## config.mk

```make
export PLATFORM = sky130hd
export DESIGN_NAME = pfs_status_regs
export DESIGN_NICKNAME = d
export VERILOG_FILES = /design/src/hdl/pfs_sync3.v /design/src/hdl/pfs_status_regs.v
export VERILOG_INCLUDE_DIRS = /design/src /design/src/hdl
export SDC_FILE = /design/constraint.sdc
export NUM_CORES = 1
export LEC_CHECK = 0
export ABC_AREA = 1
export BUFFER_PORTS_ARGS = -buffer_cell sky130_fd_sc_hd__buf_2
export CORE_ASPECT_RATIO = 1.75
export CORE_UTILIZATION = 46
export DETAILED_ROUTE_END_ITERATION = 16
export GPL_TIMING_DRIVEN = 0
export PLACE_DENSITY = 0.79
export SYNTH_ARGS = -nofsm -noshare
export SYNTH_HDL_FRONTEND = slang
export SYNTH_SLANG_ARGS = --single-unit
```

## constraint.sdc

```tcl
create_clock -name sys_clk_in -period 1.4 [get_ports sys_clk_in]
set_clock_uncertainty 0.1 [all_clocks]
set_input_delay 0.21 -clock sys_clk_in [delete_from_list [all_inputs] [get_ports sys_clk_in]]
set_output_delay 0.21 -clock sys_clk_in [all_outputs]
set_load 0.03 [all_outputs]
```

## src/hdl/pfs_regs.vh

```
// Constants for the power converter fault status register group
`ifndef PFS_REGS_VH
`define PFS_REGS_VH

// Command codes of the four status registers
`define PFS_CMD_INPUT      8'h7c
`define PFS_CMD_TEMP       8'h7d
`define PFS_CMD_COMM       8'h7e
`define PFS_CMD_VENDOR     8'h80

// Input status fields
`define PFS_IN_LOW_VIN     3
`define PFS_IN_RESET       8'h08
`define PFS_IN_USED        8'h08
`define PFS_IN_LOW_VIN_RST 1'b1

// Temperature status fields
`define PFS_TMP_FAULT      7
`define PFS_TMP_WARN       6
`define PFS_TMP_USED       8'hc0

// Communication status fields
`define PFS_COM_BAD_CMD    7
`define PFS_COM_BAD_DATA   6
`define PFS_COM_PEC        5
`define PFS_COM_MEM        4
`define PFS_COM_OTHER      1
`define PFS_COM_USED       8'hf2

// Vendor status fields
`define PFS_VND_SHUTDOWN   7
`define PFS_VND_FSM_ZERO   6
`define PFS_VND_FSM_MULTI  5
`define PFS_VND_VOLTAGE_SELECT_STRAP_FAIL  4
`define PFS_VND_SS_FAIL    3
`define PFS_VND_RESET_VOUT 2
`define PFS_VND_FOLLOWER   1
`define PFS_VND_SYNC_FLT   0
`define PFS_VND_WRITABLE   8'h98
`define PFS_VND_ALERT      8'h90

// Temperature hysteresis in degrees C, and widths
`define PFS_TEMP_HYST_C    10'd20
`define PFS_TEMP_W         10
`define PFS_FSM_W          8

`endif

```

## src/hdl/pfs_sync3.v

```verilog
// Three-stage pin synchroniser that accepts a change once stages two and three agree
`timescale 1ns/1ns
module pfs_sync3 (
  input  wire sys_clk_in,
  input  wire rst_in,
  input  wire ce_in,
  input  wire async_in,
  output reg  level_out
);

  reg s1_r;
  reg s2_r;
  reg s3_r;

  // All stages and the output read low under reset; invert at the caller for a high idle level
  always @(posedge sys_clk_in or posedge rst_in) begin
    if (rst_in) begin
      s1_r      <= 1'b0;
      s2_r      <= 1'b0;
      s3_r      <= 1'b0;
      level_out <= 1'b0;
    end else if (ce_in) begin
      s1_r <= async_in;
      s2_r <= s1_r;
      s3_r <= s2_r;
      if (s2_r == s3_r) begin
        level_out <= s3_r;
      end
    end
  end

endmodule

```

## src/hdl/pfs_status_regs.v

```verilog
// Fault status register group: input, temperature, communication and vendor status bytes
`timescale 1ns/1ns
`include "pfs_regs.vh"
module pfs_status_regs (
  input  wire                   sys_clk_in,
  input  wire                   rst_in,
  input  wire                   ce_in,
  // Command port from the bus front end
  input  wire                   cmd_valid_in,
  input  wire                   cmd_write_in,
  input  wire [7:0]             cmd_code_in,
  input  wire [7:0]             cmd_wdata_in,
  input  wire                   clear_faults_in,
  output reg  [7:0]             rdata_out,
  output reg                    rdata_valid_out,
  output wire                   cmd_hit_out,
  // Alert mask bits from nonvolatile store, one per flag position
  input  wire [7:0]             mask_input_in,
  input  wire [7:0]             mask_temp_in,
  input  wire [7:0]             mask_comm_in,
  input  wire [7:0]             mask_vendor_in,
  // Analog comparators and pins
  input  wire                   supply_above_on_in,
  input  wire                   supply_below_off_in,
  input  wire                   bandgap_overtemp_in,
  input  wire                   output_reset_pin_n_in,
  input  wire                   sync_fault_in,
  // Same-clock logic
  input  wire [`PFS_TEMP_W-1:0] ext_temp_in,
  input  wire [`PFS_TEMP_W-1:0] overtemp_fault_threshold_in,
  input  wire [`PFS_TEMP_W-1:0] overtemp_warning_threshold_in,
  input  wire                   bad_cmd_in,
  input  wire                   bad_data_in,
  input  wire                   pec_err_in,
  input  wire                   mem_fault_in,
  input  wire                   other_comm_in,
  input  wire [`PFS_FSM_W-1:0]  op_fsm_state_in,
  input  wire                   voltage_select_strap_strap_fail_in,
  input  wire                   softstart_strap_fail_in,
  input  wire                   boot_vout_req_in,
  input  wire                   loop_follower_in,
  input  wire                   drive_on_strap_fail_enable_in,
  // Results
  output wire                   alert_out,
  output wire                   input_summary_out,
  output wire                   vendor_summary_out,
  output wire                   drive_enable_out
);

  //****************************************************************
  // Pin synchronisers
  //****************************************************************
  wire above_on_s;
  wire below_off_s;
  wire bg_ot_s;
  wire rst_pin_n_s;
  wire sync_flt_s;

  pfs_sync3 u_sync_on (
    .sys_clk_in (sys_clk_in),
    .rst_in     (rst_in),
    .ce_in      (ce_in),
    .async_in   (supply_above_on_in),
    .level_out  (above_on_s)
  );

  pfs_sync3 u_sync_off (
    .sys_clk_in (sys_clk_in),
    .rst_in     (rst_in),
    .ce_in      (ce_in),
    .async_in   (supply_below_off_in),
    .level_out  (below_off_s)
  );

  pfs_sync3 u_sync_bg (
    .sys_clk_in (sys_clk_in),
    .rst_in     (rst_in),
    .ce_in      (ce_in),
    .async_in   (bandgap_overtemp_in),
    .level_out  (bg_ot_s)
  );

  // Inverted through the synchroniser so reset shows the pin as high
  wire rst_pin_s;

  pfs_sync3 u_sync_rst (
    .sys_clk_in (sys_clk_in),
    .rst_in     (rst_in),
    .ce_in      (ce_in),
    .async_in   (~output_reset_pin_n_in),
    .level_out  (rst_pin_s)
  );

  assign rst_pin_n_s = ~rst_pin_s;

  pfs_sync3 u_sync_flt (
    .sys_clk_in (sys_clk_in),
    .rst_in     (rst_in),
    .ce_in      (ce_in),
    .async_in   (sync_fault_in),
    .level_out  (sync_flt_s)
  );

  //****************************************************************
  // Command decode
  //****************************************************************
  wire sel_in  = (cmd_code_in == `PFS_CMD_INPUT);
  wire sel_tmp = (cmd_code_in == `PFS_CMD_TEMP);
  wire sel_com = (cmd_code_in == `PFS_CMD_COMM);
  wire sel_vnd = (cmd_code_in == `PFS_CMD_VENDOR);

  assign cmd_hit_out = sel_in | sel_tmp | sel_com | sel_vnd;

  wire wr = cmd_valid_in & cmd_write_in;
  // Write-one-to-clear masks; reserved and read-only positions drop out
  wire [7:0] clr_in  = (wr & sel_in)  ? (cmd_wdata_in & `PFS_IN_USED)      : 8'h00;
  wire [7:0] clr_tmp = (wr & sel_tmp) ? (cmd_wdata_in & `PFS_TMP_USED)     : 8'h00;
  wire [7:0] clr_com = (wr & sel_com) ? (cmd_wdata_in & `PFS_COM_USED)     : 8'h00;
  wire [7:0] clr_vnd = (wr & sel_vnd) ? (cmd_wdata_in & `PFS_VND_WRITABLE) : 8'h00;

  //****************************************************************
  // Input undervoltage
  //****************************************************************
  reg ever_on_r;
  reg low_vin_r;

  always @(posedge sys_clk_in or posedge rst_in) begin
    if (rst_in) begin
      ever_on_r <= 1'b0;
      low_vin_r <= `PFS_IN_LOW_VIN_RST;
    end else if (ce_in) begin
      if (above_on_s) begin
        ever_on_r <= 1'b1;
      end
      if (!ever_on_r) begin
        low_vin_r <= ~above_on_s;
      end else if (below_off_s) begin
        low_vin_r <= 1'b1;
      end else if (clear_faults_in || clr_in[`PFS_IN_LOW_VIN]) begin
        low_vin_r <= 1'b0;
      end
    end
  end

  reg [7:0] input_byte;

  always @* begin
    input_byte                  = 8'h00;
    input_byte[`PFS_IN_LOW_VIN] = low_vin_r;
  end

  // Latched only once the supply has been on; before that it raises no alert
  wire in_alert = ever_on_r & low_vin_r & ~mask_input_in[`PFS_IN_LOW_VIN];

  //****************************************************************
  // External temperature
  //****************************************************************
  // Trip holds from reaching the limit until 20 C below it
  reg ot_fault_trip_r;
  reg ot_warn_trip_r;
  reg ot_fault_r;
  reg ot_warn_r;

  wire [`PFS_TEMP_W:0] temp_hys = {1'b0, ext_temp_in} + {1'b0, `PFS_TEMP_HYST_C};
  wire fault_hit  = (ext_temp_in >= overtemp_fault_threshold_in);
  wire warn_hit   = (ext_temp_in >= overtemp_warning_threshold_in);
  wire fault_cool = (temp_hys <= {1'b0, overtemp_fault_threshold_in});
  wire warn_cool  = (temp_hys <= {1'b0, overtemp_warning_threshold_in});

  always @(posedge sys_clk_in or posedge rst_in) begin
    if (rst_in) begin
      ot_fault_trip_r <= 1'b0;
      ot_warn_trip_r  <= 1'b0;
      ot_fault_r      <= 1'b0;
      ot_warn_r       <= 1'b0;
    end else if (ce_in) begin
      if (fault_hit) begin
        ot_fault_trip_r <= 1'b1;
      end else if (fault_cool) begin
        ot_fault_trip_r <= 1'b0;
      end
      if (warn_hit) begin
        ot_warn_trip_r <= 1'b1;
      end else if (warn_cool) begin
        ot_warn_trip_r <= 1'b0;
      end
      if (fault_hit || ot_fault_trip_r) begin
        ot_fault_r <= 1'b1;
      end else if (clear_faults_in || clr_tmp[`PFS_TMP_FAULT]) begin
        ot_fault_r <= 1'b0;
      end
      if (warn_hit || ot_warn_trip_r) begin
        ot_warn_r <= 1'b1;
      end else if (clear_faults_in || clr_tmp[`PFS_TMP_WARN]) begin
        ot_warn_r <= 1'b0;
      end
    end
  end

  reg [7:0] temp_byte;

  always @* begin
    temp_byte                 = 8'h00;
    temp_byte[`PFS_TMP_FAULT] = ot_fault_r;
    temp_byte[`PFS_TMP_WARN]  = ot_warn_r;
  end

  //****************************************************************
  // Communication faults
  //****************************************************************
  reg  [7:0] comm_r;
  reg  [7:0] comm_set;

  always @* begin
    comm_set                    = 8'h00;
    comm_set[`PFS_COM_BAD_CMD]  = bad_cmd_in;
    comm_set[`PFS_COM_BAD_DATA] = bad_data_in;
    comm_set[`PFS_COM_PEC]      = pec_err_in;
    comm_set[`PFS_COM_MEM]      = mem_fault_in;
    comm_set[`PFS_COM_OTHER]    = other_comm_in;
  end

  always @(posedge sys_clk_in or posedge rst_in) begin
    if (rst_in) begin
      comm_r <= 8'h00;
    end else if (ce_in) begin
      // Set wins over a clear in the same cycle
      if (clear_faults_in) begin
        comm_r <= comm_set & `PFS_COM_USED;
      end else begin
        comm_r <= ((comm_r & ~clr_com) | comm_set) & `PFS_COM_USED;
      end
    end
  end

  //****************************************************************
  // Vendor specific
  //****************************************************************
  reg shutdown_r;
  reg fsm_zero_r;
  reg fsm_multi_hot_flag_r;
  reg voltage_select_strap_strap_fail_flag_r;
  reg softstart_strap_fail_flag_r;

  wire fsm_zero = (op_fsm_state_in == {`PFS_FSM_W{1'b0}});
  wire fsm_multi = ((op_fsm_state_in & (op_fsm_state_in - 1'b1)) != {`PFS_FSM_W{1'b0}});
  wire clr_all = clear_faults_in;

  always @(posedge sys_clk_in or posedge rst_in) begin
    if (rst_in) begin
      shutdown_r                  <= 1'b0;
      fsm_zero_r                  <= 1'b0;
      fsm_multi_hot_flag_r        <= 1'b0;
      voltage_select_strap_strap_fail_flag_r      <= 1'b0;
      softstart_strap_fail_flag_r <= 1'b0;
    end else if (ce_in) begin
      if (bg_ot_s) begin
        shutdown_r <= 1'b1;
      end else if (clr_all || clr_vnd[`PFS_VND_SHUTDOWN]) begin
        shutdown_r <= 1'b0;
      end
      if (fsm_zero) begin
        fsm_zero_r <= 1'b1;
      end else if (clr_all) begin
        fsm_zero_r <= 1'b0;
      end
      if (fsm_multi) begin
        fsm_multi_hot_flag_r <= 1'b1;
      end else if (clr_all) begin
        fsm_multi_hot_flag_r <= 1'b0;
      end
      if (loop_follower_in) begin
        voltage_select_strap_strap_fail_flag_r <= 1'b0;
      end else if (voltage_select_strap_strap_fail_in) begin
        voltage_select_strap_strap_fail_flag_r <= 1'b1;
      end else if (clr_all || clr_vnd[`PFS_VND_VOLTAGE_SELECT_STRAP_FAIL]) begin
        voltage_select_strap_strap_fail_flag_r <= 1'b0;
      end
      if (loop_follower_in) begin
        softstart_strap_fail_flag_r <= 1'b0;
      end else if (softstart_strap_fail_in) begin
        softstart_strap_fail_flag_r <= 1'b1;
      end else if (clr_all || clr_vnd[`PFS_VND_SS_FAIL]) begin
        softstart_strap_fail_flag_r <= 1'b0;
      end
    end
  end

  wire reset_vout_live = ~rst_pin_n_s & boot_vout_req_in;

  reg [7:0] vendor_byte;

  always @* begin
    vendor_byte                      = 8'h00;
    vendor_byte[`PFS_VND_SHUTDOWN]   = shutdown_r;
    vendor_byte[`PFS_VND_FSM_ZERO]   = fsm_zero_r;
    vendor_byte[`PFS_VND_FSM_MULTI]  = fsm_multi_hot_flag_r;
    vendor_byte[`PFS_VND_VOLTAGE_SELECT_STRAP_FAIL]  = voltage_select_strap_strap_fail_flag_r;
    vendor_byte[`PFS_VND_SS_FAIL]    = softstart_strap_fail_flag_r;
    vendor_byte[`PFS_VND_RESET_VOUT] = reset_vout_live;
    vendor_byte[`PFS_VND_FOLLOWER]   = loop_follower_in;
    vendor_byte[`PFS_VND_SYNC_FLT]   = sync_flt_s;
  end

  //****************************************************************
  // Read path
  //****************************************************************
  reg [7:0] rdata_nxt;

  always @* begin
    case (cmd_code_in)
      `PFS_CMD_INPUT:  rdata_nxt = input_byte;
      `PFS_CMD_TEMP:   rdata_nxt = temp_byte;
      `PFS_CMD_COMM:   rdata_nxt = comm_r;
      `PFS_CMD_VENDOR: rdata_nxt = vendor_byte;
      default:         rdata_nxt = 8'h00;
    endcase
  end

  always @(posedge sys_clk_in or posedge rst_in) begin
    if (rst_in) begin
      rdata_out       <= 8'h00;
      rdata_valid_out <= 1'b0;
    end else if (ce_in) begin
      rdata_valid_out <= cmd_valid_in & ~cmd_write_in;
      if (cmd_valid_in && !cmd_write_in) begin
        rdata_out <= rdata_nxt;
      end
    end
  end

  //****************************************************************
  // Summary bits, alert and drive enable
  //****************************************************************
  assign input_summary_out  = low_vin_r;
  assign vendor_summary_out = shutdown_r | voltage_select_strap_strap_fail_flag_r;

  wire tmp_alert = |(temp_byte & ~mask_temp_in);
  wire com_alert = |(comm_r & ~mask_comm_in);
  wire vnd_alert = |(vendor_byte & `PFS_VND_ALERT & ~mask_vendor_in);

  assign alert_out = in_alert | tmp_alert | com_alert | vnd_alert;

  // Master with a failed voltage strap stays off unless the drive option is set
  assign drive_enable_out = loop_follower_in | ~voltage_select_strap_strap_fail_flag_r | drive_on_strap_fail_enable_in;

endmodule

```

# Word-level counts from Yosys, hierarchy flattened
# Cells that the tools add are included.
[totals]
reg_bits = 48
inputBits = 107
output_inout_bits = 14
[classes]
n_addsub = 2
order_cmp = 4
eq_ne = 10
mux = 28
bitwise = 33
reduce_logical = 41
[ops]
columns = ["operator", "n"]
rows = [
  ["AND 8 bit", 5],
  ["AND reduction 2 bit", 17],
  ["two-way mux 8 bit", 4],
  ["inverter 8 bit", 4],
  ["one-hot mux 8 bit (4 select lines)", 1],
  ["== test 8 x 7 -> 1 bit (second input constant)", 3],
  ["OR reduction 8 bit", 3],
  ["<= comparator 11 x 10 -> 1 bit", 2],
  ["two-way mux 1 bit", 22],
  ["greater-or-equal comparator 10 bit", 2],
  ["nonzero test 2 bit", 7],
  ["adder 10 x 5 -> 11 bit (second input constant)", 1],
  ["AND 1 bit", 9],
  ["bitwise OR 1 bit", 9],
  ["== test 8 bit (second input constant)", 1],
  ["zero test 8 bit", 1],
  ["logical OR 1 bit", 8],
  ["bitwise OR 8 bit", 1],
  ["nonzero test 8 bit", 1],
  ["subtractor 8 x 1 -> 8 bit (second input constant)", 1],
  ["nonzero test 3 bit", 2],
  ["== test 1 bit", 5],
  ["inverter 1 bit", 5],
  ["two-way mux 4 bit", 1],
  ["other kinds (3)", 3],
]

# Depth between registers and ports, before layout
# Gate-level depths: netlist (run 1).
[logic_depth]
ltp_word = 7
mapped_depth = 16
ltp_nobuf = 16

# Modules after synthesis
# A second synthesis (run 1) with hierarchy kept.
[hier_totals]
cells_unflattened = 485
area_unflattened_um2 = 3432.0
[by_module_without_submodules]
columns = ["mod", "instances", "cells_each", "area_each_um2"]
rows = [
  ["pfs_status_regs", 1, 380, 2593.7],
  ["pfs_sync3", 5, 21, 167.7],
]

# Least setup slack after synthesis (run 1)
# No wires, ideal clock.
[synth_timing]
path_type = "input-to-reg"
startpoint = "input port ext_temp_in[2]"
endpoint = "register ot_warn_trip_r"
setup_ns = 0.117
arrival_time_ns = 1.618
t_required_ns = 1.183
setup_slack_ns = -0.436
stages = 16
n_path_buf = 0
cell_sequence = "ha_1 > nor2_2 > inv_1 > nand3_1 > xnor2_1 > ha_1 > nand2_1 > inv_1 > nand2_1 > nand2_1 > nor3b_1 > nand2_1 > nand2_1 > nand2_1 > nand2_1 > nand2_1"
[synth_between]
elab_chain_len = 4
word_cells_on_any_way = 6
cone_classes = "1 x add/sub; 2 x order compare; 1 x mux; 2 x reduce/logical"
[synth_lines]
columns = ["item", "line", "rtl"]
rows = [
  ["start: declaration", "pfs_status_regs.v:29", "input wire [`PFS_TEMP_W-1:0] ext_temp_in,"],
  ["adder 10 x 5 -> 11 bit", "pfs_status_regs.v:164", "wire [`PFS_TEMP_W:0] temp_hys = {1'b0, ext_temp_in} + {1'b0, `PFS_TEMP_HYST_C};"],
  ["<= comparator 11 x 10 -> 1 bit", "pfs_status_regs.v:168", "wire warn_cool = (temp_hys <= {1'b0, overtemp_warning_threshold_in});"],
  ["nonzero test 2 bit (no source line)", "-", ""],
  ["AND reduction 2 bit (no source line)", "-", ""],
  ["end signal: assignment", "pfs_status_regs.v:173", "ot_warn_trip_r <= 1'b0;"],
  ["end signal: assignment", "pfs_status_regs.v:183", "ot_warn_trip_r <= 1'b1;"],
  ["end signal: assignment", "pfs_status_regs.v:185", "ot_warn_trip_r <= 1'b0;"],
  ["end: declaration", "pfs_status_regs.v:160", "reg ot_warn_trip_r;"],
]
# Parallel ways exist; a longest one is shown, timed or not.
# A chain may end at the register's enable or synchronous reset.

# Worst setup path after layout (run 1)
[layout_timing]
startpoint = "input port ext_temp_in[3]"
endpoint = "register ot_warn_trip_r"
# The elaborated chain is that of the path after synthesis.

==> results of run 1 <==
==> kinds of logic (layout without fill, tap and decap cells) <==
family	after synthesis	count (layout)	share of synthesized area, %
buffers and inverters	74	194	8.951
adders and majority gates	37	37	13.91
and+or+nand+nor	245	245	32.16
AOI/OAI and AO/OA	59	59	9.778
DFF	45	45	33.89
xor gates and xnor gates	5	5	1.317
==> Yosys cell counts <==
| master | n | area, um2 |
|---|---|---|
| nand2_1 | 160 | 600.6 |
| inv_1 | 61 | 229.0 |
| dfrtp_1 | 44 | 1101 |
| ha_1 | 37 | 462.9 |
| nor2_1 | 36 | 135.1 |
| nand3_1 | 22 | 110.1 |
| a21oi_1 | 17 | 85.08 |
| o21ai_0 | 17 | 85.08 |
| o21ai_1 | 10 | 50.05 |
| nand4_1 | 9 | 56.30 |
| o22ai_1 | 7 | 43.79 |
| inv_2 | 6 | 22.52 |
| clkbuf_1 | 4 | 15.01 |
| a21o_1 | 3 | 22.52 |
| nor2_2 | 3 | 18.77 |
| nor2_4 | 3 | 33.78 |
| xnor2_1 | 3 | 26.28 |
| buf_6 | 2 | 22.52 |
| or2_4 | 2 | 17.52 |
| xor2_1 | 2 | 17.52 |
| a211oi_1 | 1 | 7.510 |
| a22oi_1 | 1 | 7.510 |
| dfstp_2 | 1 | 26.28 |
| inv_6 | 1 | 8.760 |
| nand2_2 | 1 | 6.260 |
| nand2_4 | 1 | 11.26 |
| nand3b_1 | 1 | 7.510 |
| nand4_4 | 1 | 21.27 |
| nor3_1 | 1 | 5.000 |
| nor3_2 | 1 | 10.01 |
| nor3_4 | 1 | 16.27 |
| nor3b_1 | 1 | 7.510 |
| nor4_1 | 1 | 6.260 |
| o211ai_1 | 1 | 7.510 |
| o21a_1 | 1 | 7.510 |
| o41ai_1 | 1 | 8.760 |
| or2_1 | 1 | 6.260 |
==> cells in the final DEF (no fill, tap or decap), types with 2 or more instances in the layout <==
cell,instances
buf_2,87
nand2_2,4
nor2_2,3
ha_1,34
o21ai_0,17
xnor2_2,3
xor2_1,2
ha_4,3
or2_4,2
inv_2,15
clkbuf_16,5
buf_8,2
o22ai_1,6
nand4_1,9
a21o_1,3
clkbuf_1,4
o21ai_1,10
nor3_2,2
nand3_1,21
dfrtp_1,44
buf_4,17
nand2_1,157
a21oi_1,16
nor2_4,6
inv_1,52
buf_6,6
nor2_1,33
==> critical path, stage by stage <==
cell and delay [ps]:
buf_8 100, ha_4 160, nor2_4 110, inv_2 60, nand3_2 90, xnor2_2 140, ha_1 270, nand2_1 80
inv_2 40, nand2_1 50, nand2_1 50, nor3b_2 150, nand2_1 70, nand2_1 60, nand2_1 50, nand2_1 50
nand2_1 40
==> worst max-delay path by stage <==
stage / startpoint / to / slack [ps] / cells after the start
6_report: ext_temp_in[3] / ot_warn_trip_r / -310 / 17
4_1_cts: ext_temp_in[3] / ot_warn_trip_r / -300 / 17
5_1_grt: ext_temp_in[6] / ot_fault_trip_r / -430 / 14
3_5_place_dp: ext_temp_in[2] / ot_warn_trip_r / -760 / 15
3_3_place_gp: ext_temp_in[2] / ot_warn_trip_r / -740 / 15
2_1_floorplan: ext_temp_in[2] / ot_warn_trip_r / -360 / 16
==> where the power goes <==
part	switching, mW	leakage [nW]	internal (mW)	total [mW]
Combinational	0.635	1.86	0.481	1.12
Sequential	0.100	0.560	1.45	1.55
Clock	0.528	0.0859	0.857	1.39
==> what timing repair did <==
item | 4_1_cts | 5_1_grt
buffers inserted | 10 | 4
setup endpoints to repair | 4 | 7
gates cloned | 0 | 0
hold endpoints to repair | 44 | 0
resized for setup | 32 | 8
hold buffers | 1 | 0
pin swaps | 17 | 9
==> area by class of cell <==
cell class | instances | area, um2 | share of cell area [%]
clock inverter | 3 | 50.05 | 1.138
buffer | 6 | 37.54 | 0.8537
inverter | 68 | 260.3 | 5.919
timing repair buffer | 112 | 668.1 | 15.20
tap | 84 | 105.1 | 2.390
multi-input combinational | 346 | 2023 | 46.02
clock buffer | 5 | 125.1 | 2.846
sequential | 45 | 1127 | 25.64
==> per-layer routing <==
layer | vias to the layer above | wire length, um
met4 | 0 | 435
met1 | 1559 | 3147
met2 | 122 | 4875
li1 | 1729 | -
met3 | 31 | 450
met5 | - | 0
==> flow_summary.json, run 1 <==
{
  "run_status": "finished, violations left",
  "violations": "setup timing",
  "cts-root-buf": "clkbuf_16",
  "grt_use_met3_pct": 4.283,
  "numCtsBuffers": 5,
  "cts_tree": "done",
  "powerDensity_mw_per_mm2": 921.6,
  "crit_type": "in -> reg",
  "worstHoldPathCells": 2,
  "drt_first_pass_iters": 4,
  "syn_area_per_cell_um2": 7.155,
  "core_mm2": 0.006907,
  "drtIter0Drc": 230,
  "grt_pass1_vias": 3488,
  "critPathCaptureType": "flop",
  "cap_violations": 0,
  "dpl.cell_count": 646,
  "syn-num-nets": 609,
  "vdd_drop_max_uv": 466.3,
  "grtUsageMet1_pct": 22.95,
  "regMostFlops": "rdata_out",
  "diodes": 0,
  "reg2reg_to": "ot_warn_r",
  "ys_seq_area_share_pct": 33.88,
  "yosysUniqueCellTypes": 37,
  "finalHoldViolations": 0,
  "die_h_um": 114.5,
  "grt_use_met2_pct": 47.01,
  "setup-violations-final": 4,
  "die_width_um": 66.29,
  "finalWeightedCongestion": 0.8577,
  "ff2ff_setup_slack_ps": 230,
  "finalPower_mw": 4.052,
  "nNetsFinal": 728,
  "hp-class": "in -> reg",
  "areaGrowthSynthToFinish_pct": 32.16,
  "placedInstanceArea_mm2": 0.003968,
  "ys_warn_count": 0,
  "fp.dieArea_mm2": 0.007590,
  "leakagePower_nw": 2.502,
  "drive_above_1_share_pct": 28.89,
  "dp_slack_ps": -762.7,
  "hold_start": "output_reset_pin_n_in",
  "hold_ws_ps": 7.228,
  "totalWireLength_mm": 8.908,
  "syn_area_mm2": 0.003327,
  "drt-vias-per-instance": 5.143,
  "io_pins": 121,
  "port_buffers": 96,
  "clkTransAtPathRegs_ps": 60,
  "cp.required_ps": 1480,
  "tns_ps": -911.4,
  "top_regs": "rdata_out x8, comm_r x5",
  "nFillCells": 592,
  "layout_setup_ws_ps": -305.6,
  "fmax_mhz": 586.3,
  "antenna_found_initial": 0,
  "htree_levels": 2,
  "finalMaxSlewViolations": 0,
  "rsz0062_at_grt": "true",
  "cp-start-kind": "input port",
  "ant_nets": 0,
  "drc": 0,
  "fin_util_pct": 63.66,
  "hold_path_end": "u_sync_rst.s1_r",
  "worstReg2RegStart": "ot_warn_r",
  "cp.arrival_ps": 1790,
  "grt_max_degree": 40,
  "path_max_fanout": 4,
  "stdcell_area_mm2": 0.004397,
  "period_share_pct": 121.8,
  "gr-max-usage-layer": "met2",
  "grt_first_pass_wirelength_mm": 14.41,
  "period_needed_ps": 1706,
  "clock-sinks": 45,
  "clk_latency_ps": 300,
  "tightest_slew_ps": 503.2,
  "initial_utilization_pct": 48.17,
  "cts_max_path_buffers": 2,
  "track_usage_pct": 24.95,
  "slew_headroom_pct": 66.45,
  "largest_reg_flops": 8,
  "ys_seq_elements": 45,
  "dpl.hpwl_mm": 7.020,
  "wl_per_cell_um": 13.32,
  "rr_worst_depth": 7,
  "synthCells": 465,
  "rows": 40,
  "vias": 3441,
  "grt_overflow_total": 0,
  "fin_cells": 669
}
(Power assumes the default switching activity.)
==> inputs of run 2 (changes only) <==
Settings changed: SYNTH_HIERARCHICAL set to 1.
Clock period 1.4 ns to 1.5 ns, I/O delays scaled along.
==> run 2 against run 1 <==
  * The run still ends with setup timing left
  * Sequential power decreased by 6%
  * Sequential share of layout area decreased by 0.45 points
  * Largest power group unchanged
  * Via count increased by 1.0%
  * Cell count increased by 2.2%
  * Worst hold slack improved by 30 ps
  * Clock power decreased by 12%
  * Synthesized area increased by 3.2%
  * Clock-buffer cell count increased by 1
  * Cell area increased by 1.8%
==> flow_summary.json, run 2 <==
{
  "finalPower_mw": 3.791,
  "htree_levels": 2,
  "finalMaxSlewViolations": 0,
  "worstReg2RegStart": "input_summary_out",
  "run_status": "finished, violations left",
  "nNetsFinal": 741,
  "dpl.cell_count": 667,
  "fin_cells": 684,
  "crit_type": "in -> reg",
  "die_width_um": 67.30,
  "muxShareOfSynthArea_pct": 0,
  "synth.top_cell.area_share_pct": 32.08,
  "io_pins": 121,
  "vias": 3477,
  "syn_area_per_cell_um2": 7.076,
  "grt_max_degree": 42,
  "track_usage_pct": 23.58,
  "finalWeightedCongestion": 0.9085,
  "cp.required_ps": 1570,
  "drt-vias-per-instance": 5.083,
  "ant_nets": 0,
  "rr_worst_depth": 4,
  "finalHoldViolations": 0,
  "powerDensity_mw_per_mm2": 847.1,
  "cp.arrival_ps": 1760,
  "async_reset_ff_share_pct": 100.0,
  "leakagePower_nw": 2.528,
  "wl_per_cell_um": 12.76,
  "synth_top_family_by_area": "simple AND/OR/NAND/NOR gates",
  "slew_headroom_pct": 36.46,
  "path_max_fanout": 3,
  "period_share_pct": 112.4,
  "initial_utilization_pct": 47.45,
  "reg2reg_to": "rdata_out[3]",
  "diodes": 0,
  "grt_pass1_vias": 3402,
  "clkTransAtPathRegs_ps": 60,
  "die_h_um": 116.3,
  "synthSimpleGateAreaFrac_pct": 32.48,
  "drive_above_1_share_pct": 27.93,
  "period_needed_ps": 1686,
  "crit_top_cell": "nand2_1",
  "synth_xor_area_share_pct": 1.531,
  "synth-main-ff-cell": "dfrtp_1",
  "slowest_stage": "ha_1",
  "cts-root-buf": "clkbuf_16",
  "tightest_slew_ps": 952.0,
  "areaGrowthSynthToFinish_pct": 30.40,
  "cts_max_path_buffers": 2,
  "yosysUniqueCellTypes": 35,
  "totalWireLength_mm": 8.727,
  "hp-class": "in -> reg",
  "yosysTopAreaCell": "dfrtp_1",
  "port_buffers": 96,
  "synth_most_common_cell": "nand2_1",
  "synthTopCellsByArea": "dfrtp_1 (32%), nand2_1 (17%), ha_1 (13%), inv_1 (8.2%), nand3_1 (4.8%)",
  "synthAdderAreaFrac_pct": 13.49,
  "setup-violations-final": 3,
  "fin_util_pct": 61.88,
  "antenna_found_initial": 0,
  "dp_slack_ps": -652.8,
  "syn_area_mm2": 0.003432,
  "core_mm2": 0.007233,
  "ys_warn_count": 6,
  "hold_start": "mem_fault_in",
  "hold_path_end": "comm_r[4]",
  "cts_tree": "done",
  "synth_common_cells": "nand2_1 (160), inv_1 (75), dfrtp_1 (44), ha_1 (37)",
  "hold_ws_ps": 37.24,
  "rsz0062_at_grt": "true",
  "vdd_drop_max_uv": 554.2,
  "dpl.hpwl_mm": 6.938,
  "drt_first_pass_iters": 5,
  "ff2ff_setup_slack_ps": 360,
  "drc": 0,
  "layout_setup_ws_ps": -185.8,
  "path_cells": "buf_8, a21o_1, buf_6, xor2_2, ha_1, nand2_4, a21oi_2, nor2_1, nand2_1, nand2_1, nand2_1, nand2_1, nand2_1, nand2_1, nand2_1",
  "cap_violations": 0,
  "worstHoldPathCells": 3,
  "critPathCaptureType": "flop",
  "drtIter0Drc": 205,
  "rows": 41,
  "synthCells": 485,
  "syn-num-nets": 629,
  "nFillCells": 625,
  "clock-sinks": 45,
  "synth_edf_count": 0,
  "synth_compound_area_share_pct": 9.187,
  "clk_latency_ps": 280,
  "largest_reg_flops": 8,
  "regMostFlops": "rdata_out",
  "cp-start-kind": "input port",
  "fmax_mhz": 593.2,
  "final_cell_mix": "nand2_1 (156), buf_2 (87), inv_1 (69), dfrtp_1 (44), ha_1 (34)",
  "fp.dieArea_mm2": 0.007824,
  "violations": "setup timing",
  "final_common_cell": "nand2_1",
  "numCtsBuffers": 5,
  "max_stage_delay_ps": 330,
  "grt_overflow_total": 0,
  "ys_seq_elements": 45,
  "top_regs": "rdata_out x8, comm_r x5",
  "grt_first_pass_wirelength_mm": 14.15,
  "ys_seq_area_share_pct": 32.85
}
-- run 2: worst max-delay path, delay by kind of cell --
family | cells | cell delay (ps)
xor+xnor | 1 | 150
simple gates | 9 | 550
compound gates | 2 | 260
buf+inv | 2 | 240
fa+ha+maj | 1 | 330
-- run 2: routing by layer --
metal	share of wire, %	global-route usage (%)
met5	0	0
met1	35	22.37
met2	55	45.67
met4	4.3	12.48
met3	5.0	4.102
-- run 2: worst max path at each step --
stage	to	cells after the start	startpoint	slack (ps)
floorplan	ot_fault_trip_r	15	ext_temp_in[2]	-270
global route	ot_warn_trip_r	16	ext_temp_in[2]	-290
global placement	ot_warn_trip_r	16	ext_temp_in[2]	-640
CTS	alert_out	5	input_summary_out	-160
finish	ot_fault_trip_r	15	ext_temp_in[2]	-190
detailed placement	ot_fault_trip_r	17	ext_temp_in[2]	-650
-- run 2: kinds of logic (layout without fill, tap and decap cells) --
| kind of cell | Yosys count | after routing |
|---|---|---|
| compound gates | 56 | 56 |
| xor+xnor | 6 | 6 |
| fa+ha+maj | 37 | 37 |
| buf+inv | 88 | 201 |
| flops | 45 | 45 |
| simple gates | 253 | 253 |
-- run 2: stage by stage --
step	setup TNS [ps]	cell area, um2
2_1_floorplan	-539.8	3452
3_3_place_gp	-5097	4040
3_5_place_dp	-5733	4040
4_1_cts	-467.3	4405
5_1_grt	-784.9	4476
6_report	-497.4	4476
-- run 2: repair_timing --
action / in CTS / in global routing
endpoints found under the hold margin: 20 / 0
setup buffers: 6 / 2
resized for setup: 35 / 15
pin swaps: 18 / 13
hold buffers: 1 / 0
endpoints found under the setup margin: 7 / 4
-- run 2: final cells by class --
cell class	instances	area [um2]	share of cell area, %
Clock buffer	6	128.9	2.880
Tap cell	86	107.6	2.404
Sequential cell	45	1127	25.19
Multi-Input combinational cell	352	2115	47.25
Timing Repair Buffer	105	599.3	13.39
Buffer	3	38.79	0.8666
Inverter	85	320.3	7.157
Clock inverter	2	38.79	0.8666
-- run 2: where the power goes --
part	internal (mW)	leakage, nW	switching, mW
clock network	0.789	0.0810	0.442
registers	1.36	0.549	0.0961
logic	0.464	1.90	0.635
==> inputs of run 3 (changes only) <==
Settings changed: ABC_AREA 1 to not set, CELL_PAD_IN_SITES_DETAIL_PLACEMENT set to 0, CELL_PAD_IN_SITES_GLOBAL_PLACEMENT set to 1, CORE_UTILIZATION 46 to 33, PLACE_DENSITY 0.79 to 0.78.
==> run 3 against run 2 <==
  * The flow still finishes with violations (setup timing)
  * Sequential power up 5%
  * First-iteration DRC count is 48% lower
  * Routed wire length is 1.2% higher
  * Cell area is 4.2% lower
  * Total power shrank 0.13%
  * Cell count decreased by 15%
  * Sequential share of layout area rose by 1.1 points
  * Fmax shrank 5.4%
  * Global-route usage fell by 6.0 points
  * Die area up 28%
  * Setup slack lost 96 ps
  * Largest power group unchanged
  * Highest routed layer unchanged
==> flow_summary.json, run 3 <==
{
  "run_status": "finished, violations left",
  "grt_pass1_vias": 3049,
  "ys_seq_area_share_pct": 35.63,
  "placedInstanceArea_mm2": 0.003801,
  "numCtsBuffers": 5,
  "cap_violations": 0,
  "diodes": 0,
  "syn_area_per_cell_um2": 9.418,
  "fmax_mhz": 561.2,
  "cp-start-kind": "input port",
  "period_share_pct": 118.8,
  "cts_max_path_buffers": 2,
  "io_pins": 121,
  "period_needed_ps": 1782,
  "leakagePower_nw": 2.128,
  "synth_most_common_cell": "dfrtp_1",
  "synthTopCellsByArea": "dfrtp_1 (35%), ha_1 (15%), mux2_2 (5.3%), inv_1 (5.1%), o21ai_0 (3.5%)",
  "largest_reg_flops": 8,
  "slowest_stage": "ha_1",
  "core_mm2": 0.009209,
  "dpl.cell_count": 550,
  "vias": 3015,
  "critPathBufInv": 1,
  "rsz0062_at_grt": "true",
  "synth_edf_count": 0,
  "top_regs": "rdata_out x8, comm_r x5",
  "powerDensity_mw_per_mm2": 882.8,
  "regMostFlops": "rdata_out",
  "final_cell_mix": "buf_2 (85), dfrtp_1 (44), inv_1 (42), ha_1 (36), nand2_1 (29)",
  "path_max_fanout": 4,
  "max_stage_delay_ps": 300,
  "cp.arrival_ps": 1830,
  "die_h_um": 131.5,
  "yosysUniqueCellTypes": 47,
  "nNetsFinal": 601,
  "cp.required_ps": 1550,
  "grt_first_pass_wirelength_mm": 14.06,
  "synth.top_cell.area_share_pct": 34.80,
  "slew_headroom_pct": 34.24,
  "async_reset_ff_share_pct": 100.0,
  "hp-class": "in -> reg",
  "grt_overflow_total": 0,
  "totalWireLength_mm": 8.831,
  "path_cells": "buf_8, ha_4, o21ai_4, nor2_2, xor2_2, ha_1, a21o_1, a21oi_1, a41oi_1, o21ai_1, o311ai_1",
  "yosysTopAreaCell": "dfrtp_1",
  "drtIter0Drc": 106,
  "port_buffers": 94,
  "critPathCaptureType": "flop",
  "fin_cells": 578,
  "die_width_um": 76.02,
  "ys_warn_count": 6,
  "dp_slack_ps": -730.1,
  "ant_nets": 0,
  "setup-violations-final": 6,
  "finalHoldViolations": 0,
  "vdd_drop_max_uv": 735.7,
  "tightest_slew_ps": 985.4,
  "synth-main-ff-cell": "dfrtp_1",
  "finalMaxSlewViolations": 0,
  "drc": 0,
  "htree_levels": 2,
  "syn-num-nets": 480,
  "synth_common_cells": "dfrtp_1 (44), inv_1 (43), ha_1 (37), nand2_1 (29), o21ai_0 (22)",
  "drt_first_pass_iters": 4,
  "final_common_cell": "buf_2",
  "finalWeightedCongestion": 0.8168,
  "cts_tree": "done",
  "crit_family": "compound AO/OA/AOI/OAI gates",
  "ys_seq_elements": 45,
  "clk_latency_ps": 290,
  "clock-sinks": 45,
  "hold_start": "mem_fault_in",
  "stdcell_area_mm2": 0.004289,
  "syn_area_mm2": 0.003164,
  "violations": "setup timing",
  "crit_type": "in -> reg",
  "antenna_found_initial": 0,
  "worstReg2RegStart": "shutdown_r",
  "initial_utilization_pct": 34.36,
  "areaGrowthSynthToFinish_pct": 35.55,
  "dpl.hpwl_mm": 6.906,
  "rows": 46,
  "cp-startpoint": "ext_temp_in[3]",
  "cts-root-buf": "clkbuf_16",
  "fp.dieArea_mm2": 0.01000,
  "wl_per_cell_um": 15.28,
  "clkTransAtPathRegs_ps": 60,
  "grt_max_degree": 37,
  "layout_setup_ws_ps": -281.8,
  "drt-vias-per-instance": 5.216,
  "drive_above_1_share_pct": 34.93,
  "synthCells": 336,
  "track_usage_pct": 17.63
}
## run 3: layout make-up
cell class | count | area (um2)
Timing Repair Buffer | 115 | 698.2
Fill cell | 893 | 4920
Multi-Input combinational cell | 241 | 1958
Clock inverter | 2 | 35.03
Buffer | 6 | 30.03
Inverter | 43 | 161.4
Tap cell | 120 | 150.1
Clock buffer | 6 | 128.9
Sequential cell | 45 | 1127
## run 3: path summary, 6_finish.rpt
| path | slack (ps) | depth (start not counted) | to |
|---|---|---|---|
| min | 60 | 2 | comm_r[4] |
| min reg2reg | 380 | 2 | rdata_out[4] |
| max reg2reg | 280 | 3 | rdata_out[7] |
| max in group asynchronous | 610 | 2 | comm_r[5] |
| min in group asynchronous | 90 | 2 | ever_on_r |
| max | -280 | 11 | ot_fault_trip_r |
## run 3: worst register-to-register path: cells and delay by family, from the launching register on
kind	cells	cell delay (ps)
buffers and inverters	1	160
AO/OA/AOI/OAI	2	400
flip-flops	1	430
## run 3: metrics by stage
step	TNS (ps)	total power, mW	util [%]	hold slack [ps]
global placement	-9631	2.402	41.28	64.62
global route	-1374	3.998	46.58	69.33
finish	-859.1	3.786	46.58	56.51
CTS	-816.9	3.781	45.49	58.85
floorplan	-801.0	2.100	-	-108.9
detailed placement	-10420	2.444	41.28	71.36
## run 3: power by group
part	leakage (nW)	total, mW	switching (mW)	internal (mW)
clock	0.0808	1.23	0.445	0.783
sequential	0.533	1.54	0.151	1.39
combinational	1.51	1.01	0.495	0.519
## run 3: kinds of logic after synthesis
family | after synthesis | share of synthesized area, %
buf+inv | 50 | 5.970
flops | 45 | 35.63
mux | 17 | 5.971
compound gates | 95 | 21.12
xor+xnor | 6 | 1.661
fa+ha+maj | 37 | 14.63
simple gates | 86 | 15.03
## run 3: timing repair
item | in CTS | in global routing
setup buffers | 15 | 5
resized for setup | 32 | 16
cloned | 0 | 1
hold endpoints to repair | 20 | 0
pin swaps | 18 | 19
setup endpoints to repair | 21 | 11
hold buffers | 1 | 0
## run 3: metal layers
| layer | GRT usage [%] | vias up | routed length (um) |
|---|---|---|---|
| li1 | - | 1479 | - |
| met1 | 17.29 | 1423 | 3265 |
| met2 | 36.41 | 101 | 5021 |
| met3 | 2.431 | 12 | 376 |
| met4 | 5.662 | 0 | 167 |
| met5 | 0 | - | 0 |
